--- src/rtl/osmg_pkg.sv ---
package osmg_pkg;
   // special function register address of the programming control register
   localparam logic [7:0] CTRL_ADDR = 8'hDC;
   // field positions
   localparam int unsigned BIT_VPRES = 4;
   localparam int unsigned BIT_SIG = 2;
   localparam int unsigned BIT_WE = 1;
   localparam int unsigned BIT_ISM = 0;
   // writable bits; reserved bits and the voltage flag are not stored
   localparam logic [7:0] CTRL_WMASK = 8'h07;
   localparam logic [7:0] CTRL_RESET = 8'h00;
   // signature space depth (address bits used) and byte addresses
   localparam int unsigned SIG_AW = 8;
   localparam logic [7:0] SIG_ADDR0 = 8'h30;
   localparam logic [7:0] SIG_ADDR1 = 8'h31;
   localparam logic [7:0] SIG_ADDR2 = 8'h60;
   // cycles a forced power-on reset is held
   localparam int unsigned POR_HOLD_CYC = 16;
endpackage : osmg_pkg

--- src/rtl/osmg_sig_if.sv ---
interface osmg_sig_if;
   logic [7:0] addr;
   logic [7:0] data;
   modport rom_side (input addr, output data);
   modport user_side (output addr, input data);
endinterface : osmg_sig_if

--- src/rtl/osmg_sig_rom.sv ---
// read-only signature store: no write path exists, so contents can never change
module osmg_sig_rom #(
   parameter logic [7:0] SIG_BYTE0 = 8'hA5, // arbitrary identity value
   parameter logic [7:0] SIG_BYTE1 = 8'h5A, // arbitrary identity value
   parameter logic [7:0] SIG_BYTE2 = 8'h00
) (
   osmg_sig_if.rom_side sig
);
   always_comb begin
      case (sig.addr)
         osmg_pkg::SIG_ADDR0: sig.data = SIG_BYTE0;
         osmg_pkg::SIG_ADDR1: sig.data = SIG_BYTE1;
         osmg_pkg::SIG_ADDR2: sig.data = SIG_BYTE2;
         default: sig.data = 8'hFF;
      endcase
   end
endmodule : osmg_sig_rom

--- src/rtl/osmg_guard.sv ---
// Summary of operation
// With signature select set, reads return the signature byte at the address.
// Software must not pulse a program write while signature select is high.
// Signature bytes never change, even on a forbidden write pulse.
// Transparent mode exists only for parallel and in-system programming.
// Start-up code must set the in-system mode flag in the control register.
// With mode flag set, port 1 patterns cannot enter transparent mode.
// Program voltage on the reset-enable pin forces a power-on reset.
// Control bits: 4 voltage present (RO), 2 signature select, 1 write enable, 0 mode.
module osmg_guard #(
   parameter logic [7:0] SIG_BYTE0 = 8'hA5, // arbitrary identity value
   parameter logic [7:0] SIG_BYTE1 = 8'h5A  // arbitrary identity value
) (
   // clock and reset
   input wire logic sys_clk_i,
   input wire logic resetn_i,
   // special function register port
   input wire logic [7:0] sfr_addr_i,
   input wire logic [7:0] sfr_wdata_i,
   input wire logic sfr_wr_i,
   input wire logic sfr_rd_i,
   output logic [7:0] sfr_rdata_o,
   // program memory access
   input wire logic [12:0] mem_addr_i,
   input wire logic [7:0] mem_rdata_i,
   input wire logic mem_rd_i,
   input wire logic prog_pulse_i,
   output logic [7:0] mem_rdata_o,
   output logic prog_pulse_o,
   // pins and mode detection
   input wire logic program_voltage_pin_i,
   input wire logic por_enable_pin_i,
   input wire logic p1_transparent_pattern_i,
   output logic transparent_mode_o,
   output logic por_reset_o
);
   logic [2:0] ctrl;
   logic [1:0] vpp_sync;
   logic [1:0] pore_sync;
   logic [4:0] por_cnt;
   logic vpp_seen;
   logic [5:0] por_len;
   osmg_sig_if sig ();

   // one place for the register decode, shared by the write and read paths
   function automatic logic ctrl_hit(input logic [7:0] addr);
      return addr == osmg_pkg::CTRL_ADDR;
   endfunction : ctrl_hit

   // reference table for the signature checks, kept apart from the store
   function automatic logic [7:0] sig_expect(input logic [7:0] addr);
      case (addr)
         osmg_pkg::SIG_ADDR0: return SIG_BYTE0;
         osmg_pkg::SIG_ADDR1: return SIG_BYTE1;
         osmg_pkg::SIG_ADDR2: return 8'h00;
         default: return 8'hFF;
      endcase
   endfunction : sig_expect

   osmg_sig_rom #(
      .SIG_BYTE0(SIG_BYTE0),
      .SIG_BYTE1(SIG_BYTE1),
      .SIG_BYTE2(8'h00)
   ) u_rom (
      .sig(sig)
   );

   assign sig.addr = mem_addr_i[7:0];

   wire signature_select = ctrl[osmg_pkg::BIT_SIG];
   wire write_enable = ctrl[osmg_pkg::BIT_WE];
   wire insystem_mode_flag = ctrl[osmg_pkg::BIT_ISM];
   wire program_voltage_present = vpp_sync[1];
   wire por_enable_pin = pore_sync[1];

   always_ff @(posedge sys_clk_i) begin
      if (!resetn_i) begin
         vpp_sync <= 2'h0;
         pore_sync <= 2'h0;
      end else begin
         vpp_sync <= {vpp_sync[0], program_voltage_pin_i};
         pore_sync <= {pore_sync[0], por_enable_pin_i};
      end
   end

   always_ff @(posedge sys_clk_i) begin
      if (!resetn_i) begin
         ctrl <= osmg_pkg::CTRL_RESET[2:0];
      end else if (sfr_wr_i && ctrl_hit(sfr_addr_i)) begin
         ctrl <= sfr_wdata_i[2:0] & osmg_pkg::CTRL_WMASK[2:0];
      end
   end

   always_ff @(posedge sys_clk_i) begin
      if (!resetn_i) begin
         sfr_rdata_o <= 8'h00;
      end else if (sfr_rd_i && ctrl_hit(sfr_addr_i)) begin
         // reserved bits read zero; voltage flag is status only
         sfr_rdata_o <= {3'h0, program_voltage_present, 1'b0, ctrl};
      end else begin
         sfr_rdata_o <= 8'h00;
      end
   end

   always_ff @(posedge sys_clk_i) begin
      if (!resetn_i) begin
         mem_rdata_o <= 8'h00;
      end else if (mem_rd_i) begin
         mem_rdata_o <= signature_select ? sig.data : mem_rdata_i;
      end
   end

   // the pulse is dropped while the signature space is selected, so the
   // protected bytes stay intact whatever software does
   always_ff @(posedge sys_clk_i) begin
      if (!resetn_i) begin
         prog_pulse_o <= 1'b0;
      end else begin
         prog_pulse_o <= prog_pulse_i && write_enable && !signature_select;
      end
   end

   // port 1 patterns enter transparent mode only while the flag is clear;
   // with voltage present and the flag set the mode is entered on purpose
   always_ff @(posedge sys_clk_i) begin
      if (!resetn_i) begin
         transparent_mode_o <= 1'b0;
      end else if (insystem_mode_flag) begin
         transparent_mode_o <= program_voltage_present;
      end else begin
         transparent_mode_o <= p1_transparent_pattern_i;
      end
   end

   // previous voltage state; an edge, not the level, starts the forced reset,
   // so a voltage held for a whole programming session resets only once
   always_ff @(posedge sys_clk_i) begin
      if (!resetn_i) begin
         vpp_seen <= 1'b0;
      end else begin
         vpp_seen <= program_voltage_present;
      end
   end

   // high voltage enables the reset circuit even if the enable pin is low
   always_ff @(posedge sys_clk_i) begin
      if (!resetn_i) begin
         por_cnt <= 5'h00;
         por_reset_o <= 1'b0;
      end else if (program_voltage_present && !vpp_seen && por_cnt == 5'h00
                   && !por_reset_o) begin
         por_cnt <= 5'(osmg_pkg::POR_HOLD_CYC);
         por_reset_o <= 1'b1;
      end else if (por_cnt != 5'h00) begin
         por_cnt <= por_cnt - 5'h01;
         por_reset_o <= (por_cnt != 5'h01);
      end else begin
         por_reset_o <= 1'b0;
      end
   end

   wire unused_ok = &{1'b0, por_enable_pin, mem_addr_i[12:8]};

   // assertion helper: length of the current forced reset pulse
   always_ff @(posedge sys_clk_i) begin
      if (!resetn_i) begin
         por_len <= 6'h00;
      end else if (por_reset_o) begin
         por_len <= por_len + 6'h01;
      end else begin
         por_len <= 6'h00;
      end
   end
endmodule : osmg_guard

--- config.mk ---
export PLATFORM = sky130hd
export DESIGN_NAME = osmg_guard
export DESIGN_NICKNAME = d
export VERILOG_FILES = /design/src/rtl/osmg_pkg.sv /design/src/rtl/osmg_sig_if.sv /design/src/rtl/osmg_sig_rom.sv /design/src/rtl/osmg_guard.sv
export SDC_FILE = /design/constraint.sdc
export NUM_CORES = 1
export LEC_CHECK = 0
export ABC_AREA = 1
export BUFFER_PORTS_ARGS = -buffer_cell sky130_fd_sc_hd__buf_2
export CAP_MARGIN = 15
export CORE_MARGIN = 2
export CORE_UTILIZATION = 40
export DETAILED_ROUTE_END_ITERATION = 8
export MAX_ROUTING_LAYER = met4
export PLACE_DENSITY = 0.73
export SLEW_MARGIN = 25
export SYNTH_ARGS = -nofsm -noshare
export SYNTH_HDL_FRONTEND = slang
export SYNTH_SLANG_ARGS = --single-unit
--- constraint.sdc ---
create_clock -name sys_clk_i -period 1.5 [get_ports sys_clk_i]
set_clock_uncertainty 0.2 [all_clocks]
set_input_delay 0.3 -clock sys_clk_i [delete_from_list [all_inputs] [get_ports sys_clk_i]]
set_output_delay 0.3 -clock sys_clk_i [all_outputs]
set_load 0.03 [all_outputs]
==> flow_summary.toml, run 1 <==
[power_and_ir_drop]
seq_power_share_pct = 42.5
peakVddDrop_uv = 619
swShare_pct = 33.6
p_int_w = 0.00131
clkPwrFrac_pct = 24.2
p_per_area_nw_per_um2 = 1280
p_comb_share_pct = 33.2
p_sw_w = 0.000663
power_leakage_nw = 0.806

[clocking]
cts-buffers-inserted = 3
clock-root-buffer = "clkbuf_4"
clock-sinks = 26
worst_skew_pair.late_latency_ns = 0.33
clock_path_buffers = 2
tritoncts = "done"
htree_levels = 1
path_clk_slew_ns = 0.13
cts-resized-gates = 0

[yosys]
ys_seq_elements = 26
ys_types = 21
ys.flop_type = "dfxtp_1"
synth_area_um2 = 1180
postSynthCellCount = 164
synth_edf_count = 0
syn_area_per_cell_um2 = 7.22
async_flop_share_pct = 0
synth-seq-area-share_pct = 43.9
synth_warnings = 0

[setup_path]
cp-end-kind = "register"
critical_path.startpoint = "por_cnt[0]"
r2r_start = "por_cnt[0]"
crit_type = "reg -> reg"
crit_slowest_cell = "dfxtp_1"
startpoint_type = "register"
path_buf_inv = 1
reg2regPathDepth = 6
required_ns = 1.54
crit_family = "flip-flops"
critPathMaxFanout = 6
crit_arrival_ns = 1.45
path_cells = "inv_1 -> ha_1 -> nand3_4 -> nor2_2 -> a21oi_1 -> nor2_1"
worst_path_largest_cell_delay_ns = 0.41
r2r_slack_ns = 0.1
worstReg2RegEnd = "por_reset_o"

[grt]
grt_usage_pct = 17.1
grt_max_degree = 16
antenna_found_initial = 0
grt_pass1_vias = 1124
overflow = 0
grt_pass1_wl_um = 4330

[run]
cap_violations = 0

[die]
rows = 19
fp.dieH_um = 58.4
dieArea_um2 = 3410
start_util_pct = 42.6
design.core.area_um2 = 2780
io_pins = 65
dieWidth_um = 58.4

[timing]
fmax_mhz = 712
rsz0062_at_grt = "no"
layout_min_cycle_time_ns = 1.40
worst_hold_slack_ns = 0.0119
hold_viol = 0
final.setup.tns_ns = 0
slew_viol_final = 0
fin_ws_ns = 0.0955
finalCritPeriodShare_pct = 93.6
setup_viol = 0

[finish]
drive_gt1_share_pct = 27.1
multi_input_area_um2 = 541
ff_latch_area_um2 = 520
fill_cells = 293
instances_no_fill = 249
finalNetCount = 268
post-route-cell-area_um2 = 1550
syn_to_final_growth_pct = 30.6
antennaDiodeCount = 0

[routing]
drt-initial-drc-count = 16
wirelength_um = 2610
wire_per_inst_um = 10.5
drc = 0
vias = 1180
drtPass1Iterations = 4
ant_nets = 0
via_per_inst = 4.74

[placed_design]
pre_cts_ws_ns = 0.121
dpl_cell_area_um2 = 1460
dpl.cell_count = 241
dpl.hpwl_um = 1990
routabilityCongestion = 0.878
io_buffer_count = 49

[min_path]
hold_path_class = "in -> reg"
worstHoldPathCells = 3
hold_end = "prog_pulse_o"
min_from = "prog_pulse_i"

[outcome]
status = "finished, final reports clean"
## routing by layer
layer  part of all wire, %  up-vias  GRT usage, %
met2                    50       29          30.7
met4                   2.6        0          8.64
met1                    43      526          18.3
met5                     0        -             -
li1                      -      618             -
met3                   3.9        7          2.20
## stage by stage
| stage | power [W] | util, % |
|---|---|---|
| floorplan | 0.00135 | - |
| global placement | 0.00149 | 52.3 |
| detailed placement | 0.00150 | 52.3 |
| CTS | 0.00200 | 55.6 |
| global route | 0.00210 | 55.6 |
| finish | 0.00198 | 55.6 |
## worst max-delay path by stage
stage,endpoint,slack [ns],depth (start not counted)
2_1_floorplan,por_reset_o,0.22,6
3_3_place_gp,por_reset_o,0.14,6
3_5_place_dp,por_reset_o,0.12,6
4_1_cts,por_reset_o,0.1,1
5_1_grt,por_reset_o,0.02,6
6_report,por_reset_o,0.1,6
## power by group through the flow
stage / registers (W) / clock network, W / logic, W
after floorplan: 0.000904 / 0 / 0.000444
after global placement: 0.000855 / 0 / 0.000632
after detailed placement: 0.000856 / 0 / 0.000648
after CTS: 0.000840 / 0.000492 / 0.000663
after global routing: 0.000850 / 0.000522 / 0.000731
final: 0.000840 / 0.000479 / 0.000657
## sequential cells by signal, indices dropped and copies added, names as in the netlist
name and count:
por_reset_o 1, prog_pulse_o 1, sfr_rdata_o 4, ctrl 3, por_cnt 5, vpp_sync 2
vpp_seen 1, transparent_mode_o 1, mem_rdata_o 8
## worst min-delay path, delay by kind of cell
family                 cells  cell delay (ns)
AND/OR/NAND/NOR            2             0.11
buffers and inverters      1             0.10
## area by class of cell
class | count | area share (%)
clock buffer | 3 | 1.46
tap | 31 | 2.51
multi-input combinational | 110 | 34.9
clock inverter | 1 | 1.94
sequential | 26 | 33.6
timing repair buffer | 54 | 19.7
inverter | 24 | 5.82
## cells in the final DEF (no fill, tap or decap), drive strengths merged
master and instances:
dfxtp 26, nand4 4, ha 3, nor2 26
inv 24, buf 50, nand3 7, nor3 2
conb 4, xnor2 2, clkbuf 3, bufinv 1
a21oi 20, nor3b 1, dlygate4sd3 4, o21ai 11
nand2 30
## synthesized netlist by cell type (2+ instances only)
cell type / n / share of area (%)
xnor2_1: 2 / 1.5
ha_1: 3 / 3.2
a21oi_1: 20 / 8.4
o21ai_0: 9 / 3.8
dfxtp_1: 26 / 44
nand4_1: 4 / 2.1
o21ai_1: 2 / 0.84
nor2_1: 24 / 7.6
buf_4: 4 / 2.5
buf_2: 3 / 1.3
inv_1: 23 / 7.3
nand2_1: 30 / 9.5
nand3_1: 6 / 2.5
## cells by family after synthesis
family          synth area share, %
fa+ha+maj                      3.17
compound gates                 13.1
xor+xnor                       1.48
buf+inv                        11.4
simple gates                   26.6
flops                          43.9
other cells                   0.316
## what timing repair did
| action | CTS | global route |
|---|---|---|
| setup buffers | 0 | 0 |
| hold buffers | 4 | 0 |
| hold endpoints to repair | 4 | 0 |
No activity file was read; power rests on OpenSTA's default activity.
==> run 2, diff against run 1 <==
--- a/config.mk
+++ b/config.mk
@@ -8,8 +8,9 @@
 export ABC_AREA = 1
 export BUFFER_PORTS_ARGS = -buffer_cell sky130_fd_sc_hd__buf_2
 export CAP_MARGIN = 15
-export CORE_MARGIN = 2
 export CORE_UTILIZATION = 40
+export CTS_BUF_LIST = sky130_fd_sc_hd__clkbuf_8
+export CTS_CLUSTER_DIAMETER = 100
 export DETAILED_ROUTE_END_ITERATION = 8
 export MAX_ROUTING_LAYER = met4
 export PLACE_DENSITY = 0.73
==> flow_summary.toml, run 2 (synthesized netlist as in run 1, its figures left out) <==
[die]
start_util_pct = 42.6
design.core.area_um2 = 2780
io_pins = 65
dieArea_um2 = 3180
fp.dieH_um = 56.4
dieWidth_um = 56.4
rows = 19

[setup_path]
path_buf_inv = 1
reg2regPathDepth = 5
required_ns = 1.46
cp-end-kind = "register"
cp.depth = 5
crit_type = "reg -> reg"
path_cells = "inv_1 -> ha_1 -> nand3_4 -> o21ai_1 -> a21oi_1"
critPathMaxFanout = 6
worst_path_largest_cell_delay_ns = 0.34
r2r_start = "por_cnt[0]"
r2r_slack_ns = 0.13
crit_arrival_ns = 1.33
crit_family = "flip-flops"
worstReg2RegEnd = "por_cnt[0]"
startpoint_type = "register"
critical_path.startpoint = "por_cnt[0]"
crit_slowest_cell = "dfxtp_2"

[timing]
layout_min_cycle_time_ns = 1.37
setup_viol = 0
hold_viol = 0
final.setup.tns_ns = 0
fmax_mhz = 730
slew_viol_final = 0
finalCritPeriodShare_pct = 91.4
rsz0062_at_grt = "no"
worst_hold_slack_ns = 0.0168

[clocking]
clock-root-buffer = "clkbuf_8"
clock-sinks = 26
htree_levels = 1
tritoncts = "done"
path_clk_slew_ns = 0.08
clock_path_buffers = 2
worst_skew_pair.late_latency_ns = 0.26
ctsHoldBuffers = 0
cts-buffers-inserted = 3

[finish]
largest_reg_flops = 8
final_cell_mix = "buf_2, nand2_1, dfxtp_1, nor2_1, inv_1"
fill_cells = 288
top_register = "mem_rdata_o"
syn_to_final_growth_pct = 27.9
antennaDiodeCount = 0
finalNetCount = 264
instances_no_fill = 245
ff_latch_area_um2 = 522
drive_gt1_share_pct = 28.0
layout_commonest_cell = "buf_2"
reg_top3 = "mem_rdata_o: 8 flops, por_cnt: 5 flops, sfr_rdata_o: 4 flops"
multi_input_area_um2 = 541

[power_and_ir_drop]
power_w = 0.00204
p_per_area_nw_per_um2 = 1340
power_leakage_nw = 0.793
peakVddDrop_uv = 1700

[routing]
wire_per_inst_um = 9.69
wirelength_um = 2370
via_per_inst = 4.70
drt-initial-drc-count = 20
drc = 0
drtPass1Iterations = 4
ant_nets = 0
vias = 1151

[min_path]
min_from = "program_voltage_pin_i"
hold_end = "vpp_sync[0]"
worstHoldPathCells = 3
hold_path_class = "in -> reg"

[grt]
grt_pass1_vias = 1075
grt_usage_pct = 16.7
overflow = 0
antenna_found_initial = 0
grt_pass1_wl_um = 4120
grt_max_degree = 17

[placed_design]
io_buffer_count = 49
routabilityCongestion = 0.782
dpl.hpwl_um = 1940
dpl.cell_count = 241

[run]
cap_violations = 0

[outcome]
status = "finished, final reports clean"
==> run 2: cell count changes in the layout (fill, tap and decap cells not counted), sizes merged <==
| cell | previous run | this run |
|---|---|---|
| dlygate4sd3 | 4 | 0 |
==> run 2: worst max-delay path by stage <==
stage / end / slack, ns
2_1_floorplan: por_reset_o / 0.22
3_3_place_gp: por_cnt[0] / 0.12
3_5_place_dp: por_reset_o / 0.11
4_1_cts: por_reset_o / 0.1
5_1_grt: por_cnt[0] / 0.01
6_report: por_cnt[0] / 0.13
==> run 2: per-stage QoR <==
step / instance area (um^2) / util [%] / worst slack [ns]
finish: 1520 / 54.5 / 0.130
global placement: 1440 / 51.9 / 0.122
global route: 1520 / 54.5 / 0.00976
detailed placement: 1440 / 51.9 / 0.112
floorplan: 1200 / - / 0.219
CTS: 1510 / 54.4 / 0.0996
==> run 2: power breakdown <==
part | internal [W] | switching, W | leakage, nW | total, W
clock | 0.000357 | 0.000207 | 0.0357 | 0.000564
sequential | 0.000778 | 0.0000642 | 0.214 | 0.000843
combinational | 0.000255 | 0.000376 | 0.543 | 0.000631
total | 0.00139 | 0.000647 | 0.793 | 0.00204
==> run 2: timing repair <==
action | 4_1_cts | 5_1_grt
setup endpoints to repair | 0 | 3
gates resized for setup | 0 | 1
setup buffers | 0 | 0
==> run 2: worst register-to-register path, cell delays in order (launching register included) <==
cell	delay, ns
dfxtp_2	0.34
inv_1	0.09
ha_1	0.27
nand3_4	0.13
o21ai_1	0.17
a21oi_1	0.06
==> run 2: layout make-up <==
type / count / area share [%]
multi-input combinational: 110 / 35.7
sequential: 26 / 34.4
timing repair buffer: 50 / 16.7
inverter: 24 / 5.95
clock buffer: 3 / 2.73
tap: 31 / 2.56
clock inverter: 1 / 1.98
==> run 2: routing by layer <==
layer	share of wire (%)	vias up	track usage [%]
li1	-	608	-
met1	43	513	18.4
met2	51	28	29.4
met3	4.8	2	4.15
met4	0.63	0	5.57
met5	0	-	-
==> run 3, diff against run 2 <==
--- a/config.mk
+++ b/config.mk
@@ -8,6 +8,7 @@
 export ABC_AREA = 1
 export BUFFER_PORTS_ARGS = -buffer_cell sky130_fd_sc_hd__buf_2
 export CAP_MARGIN = 15
+export CORE_ASPECT_RATIO = 0.9
 export CORE_UTILIZATION = 40
 export CTS_BUF_LIST = sky130_fd_sc_hd__clkbuf_8
 export CTS_CLUSTER_DIAMETER = 100
==> flow_summary.toml, run 3 (synthesized netlist as in run 1, its figures left out) <==
[finish]
utilization_pct = 55.6
drive_gt1_share_pct = 28.0
final_cell_mix = "buf_2, nand2_1, dfxtp_1, nor2_1, inv_1"
antennaDiodeCount = 0
syn_to_final_growth_pct = 29.9
layout_commonest_cell = "buf_2"
multi_input_area_um2 = 541
largest_reg_flops = 8
reg_top3 = "mem_rdata_o: 8 flops, por_cnt: 5 flops, sfr_rdata_o: 4 flops"
top_register = "mem_rdata_o"
fill_cells = 299
finalNetCount = 264
ff_latch_area_um2 = 522

[timing]
slew_viol_final = 0
finalCritPeriodShare_pct = 93.1
hold_viol = 0
setup_viol = 0
rsz0062_at_grt = "no"
fmax_mhz = 716
layout_min_cycle_time_ns = 1.40
final.setup.tns_ns = 0

[grt]
grt_usage_pct = 17.1
grt_pass1_wl_um = 4000
overflow = 0
grt_pass1_vias = 1000
grt_max_degree = 16
antenna_found_initial = 0

[clocking]
clock_path_buffers = 2
post_cts_buffers = 0
cts-buffers-inserted = 3
path_clk_slew_ns = 0.09
worst_skew_pair.late_latency_ns = 0.26
clock-root-buffer = "clkbuf_8"
htree_levels = 1
cts-resized-gates = 0
tritoncts = "done"
ctsHoldBuffers = 0
clock-sinks = 26

[placed_design]
dpl.hpwl_um = 1870
routabilityCongestion = 0.859
io_buffer_count = 49

[die]
io_pins = 65
rows = 18
fp.dieH_um = 53.6
dieArea_um2 = 3180
design.core.area_um2 = 2770
dieWidth_um = 59.4
start_util_pct = 42.8

[power_and_ir_drop]
power_leakage_nw = 0.797
clkPwrFrac_pct = 27.4
seq_power_share_pct = 41.1
peakVddDrop_uv = 789
p_comb_share_pct = 31.5
p_sw_w = 0.000659
p_int_w = 0.00139
p_per_area_nw_per_um2 = 1330
swShare_pct = 32.1

[setup_path]
critPathMaxFanout = 4
crit_arrival_ns = 1.40
cp-end-kind = "register"
crit_type = "reg -> reg"
startpoint_type = "register"
required_ns = 1.50

[routing]
drtPass1Iterations = 4
drt-initial-drc-count = 31
vias = 1131
via_per_inst = 4.45
wire_per_inst_um = 9.37
wirelength_um = 2380
drc = 0
ant_nets = 0

[outcome]
status = "finished, final reports clean"

[min_path]
hold_path_class = "in -> reg"

[run]
cap_violations = 0
run 3: cell types whose count changed in the layout (fill, tap and decap cells not counted):
cell / change
buf_12: +1
buf_4: -1
run 3: critical path: stages (launching register included):
cell and delay (ns):
dfxtp_2 0.36, inv_1 0.08, ha_1 0.24, nor3b_1 0.15, o21ai_1 0.17, nor2_1 0.06
nor2_1 0.09
run 3: power groups by stage:
stage,Clock [W],Sequential (W),Combinational (W)
final,0.000563,0.000843,0.000646
after global routing,0.000608,0.000854,0.000727
after CTS,0.000581,0.000840,0.000647
after detailed placement,0,0.000855,0.000636
after global placement,0,0.000856,0.000630
after floorplan,0,0.000904,0.000444
run 3: worst paths after layout:
kind	start	end	slack (ns)	cells past startpoint
worst max-delay path	por_cnt[0]	por_cnt[4]	0.10	6
worst max register to register	por_cnt[0]	por_cnt[4]	0.10	6
worst min-delay path	program_voltage_pin_i	vpp_sync[0]	0.02	3
worst min register to register	vpp_sync[0]	vpp_sync[1]	0.22	2
run 3: final cells by class:
| class | instances | area share [%] |
|---|---|---|
| timing repair buffer | 50 | 17.2 |
| clock buffer | 3 | 2.68 |
| sequential | 26 | 33.9 |
| multi-input combinational | 110 | 35.1 |
| tap | 40 | 3.25 |
| inverter | 24 | 5.85 |
| clock inverter | 1 | 1.95 |
run 3: metal layers:
| metal | share of wire [%] | vias to the layer above | GRT usage (%) | wire length, um |
|---|---|---|---|---|
| met2 | 47 | 33 | 30.9 | 1120 |
| met1 | 48 | 487 | 19.1 | 1140 |
| li1 | - | 609 | - | - |
| met5 | 0 | - | - | 0 |
| met4 | 0.42 | 0 | 3.57 | 10 |
| met3 | 4.7 | 2 | 4.33 | 111 |
run 3: metrics by stage:
stage                     power [W]  setup WS [ns]  std cells  instance area, um^2  hold WS (ns)
after floorplan             0.00135          0.219        167                 1200         0.190
after global placement      0.00149          0.130        250                 1470         0.194
after detailed placement    0.00149          0.105        250                 1470         0.201
after CTS                   0.00207         0.0595        254                 1540       0.00910
after global routing        0.00219         0.0180        254                 1540        0.0148
final                       0.00205          0.104        254                 1540        0.0161
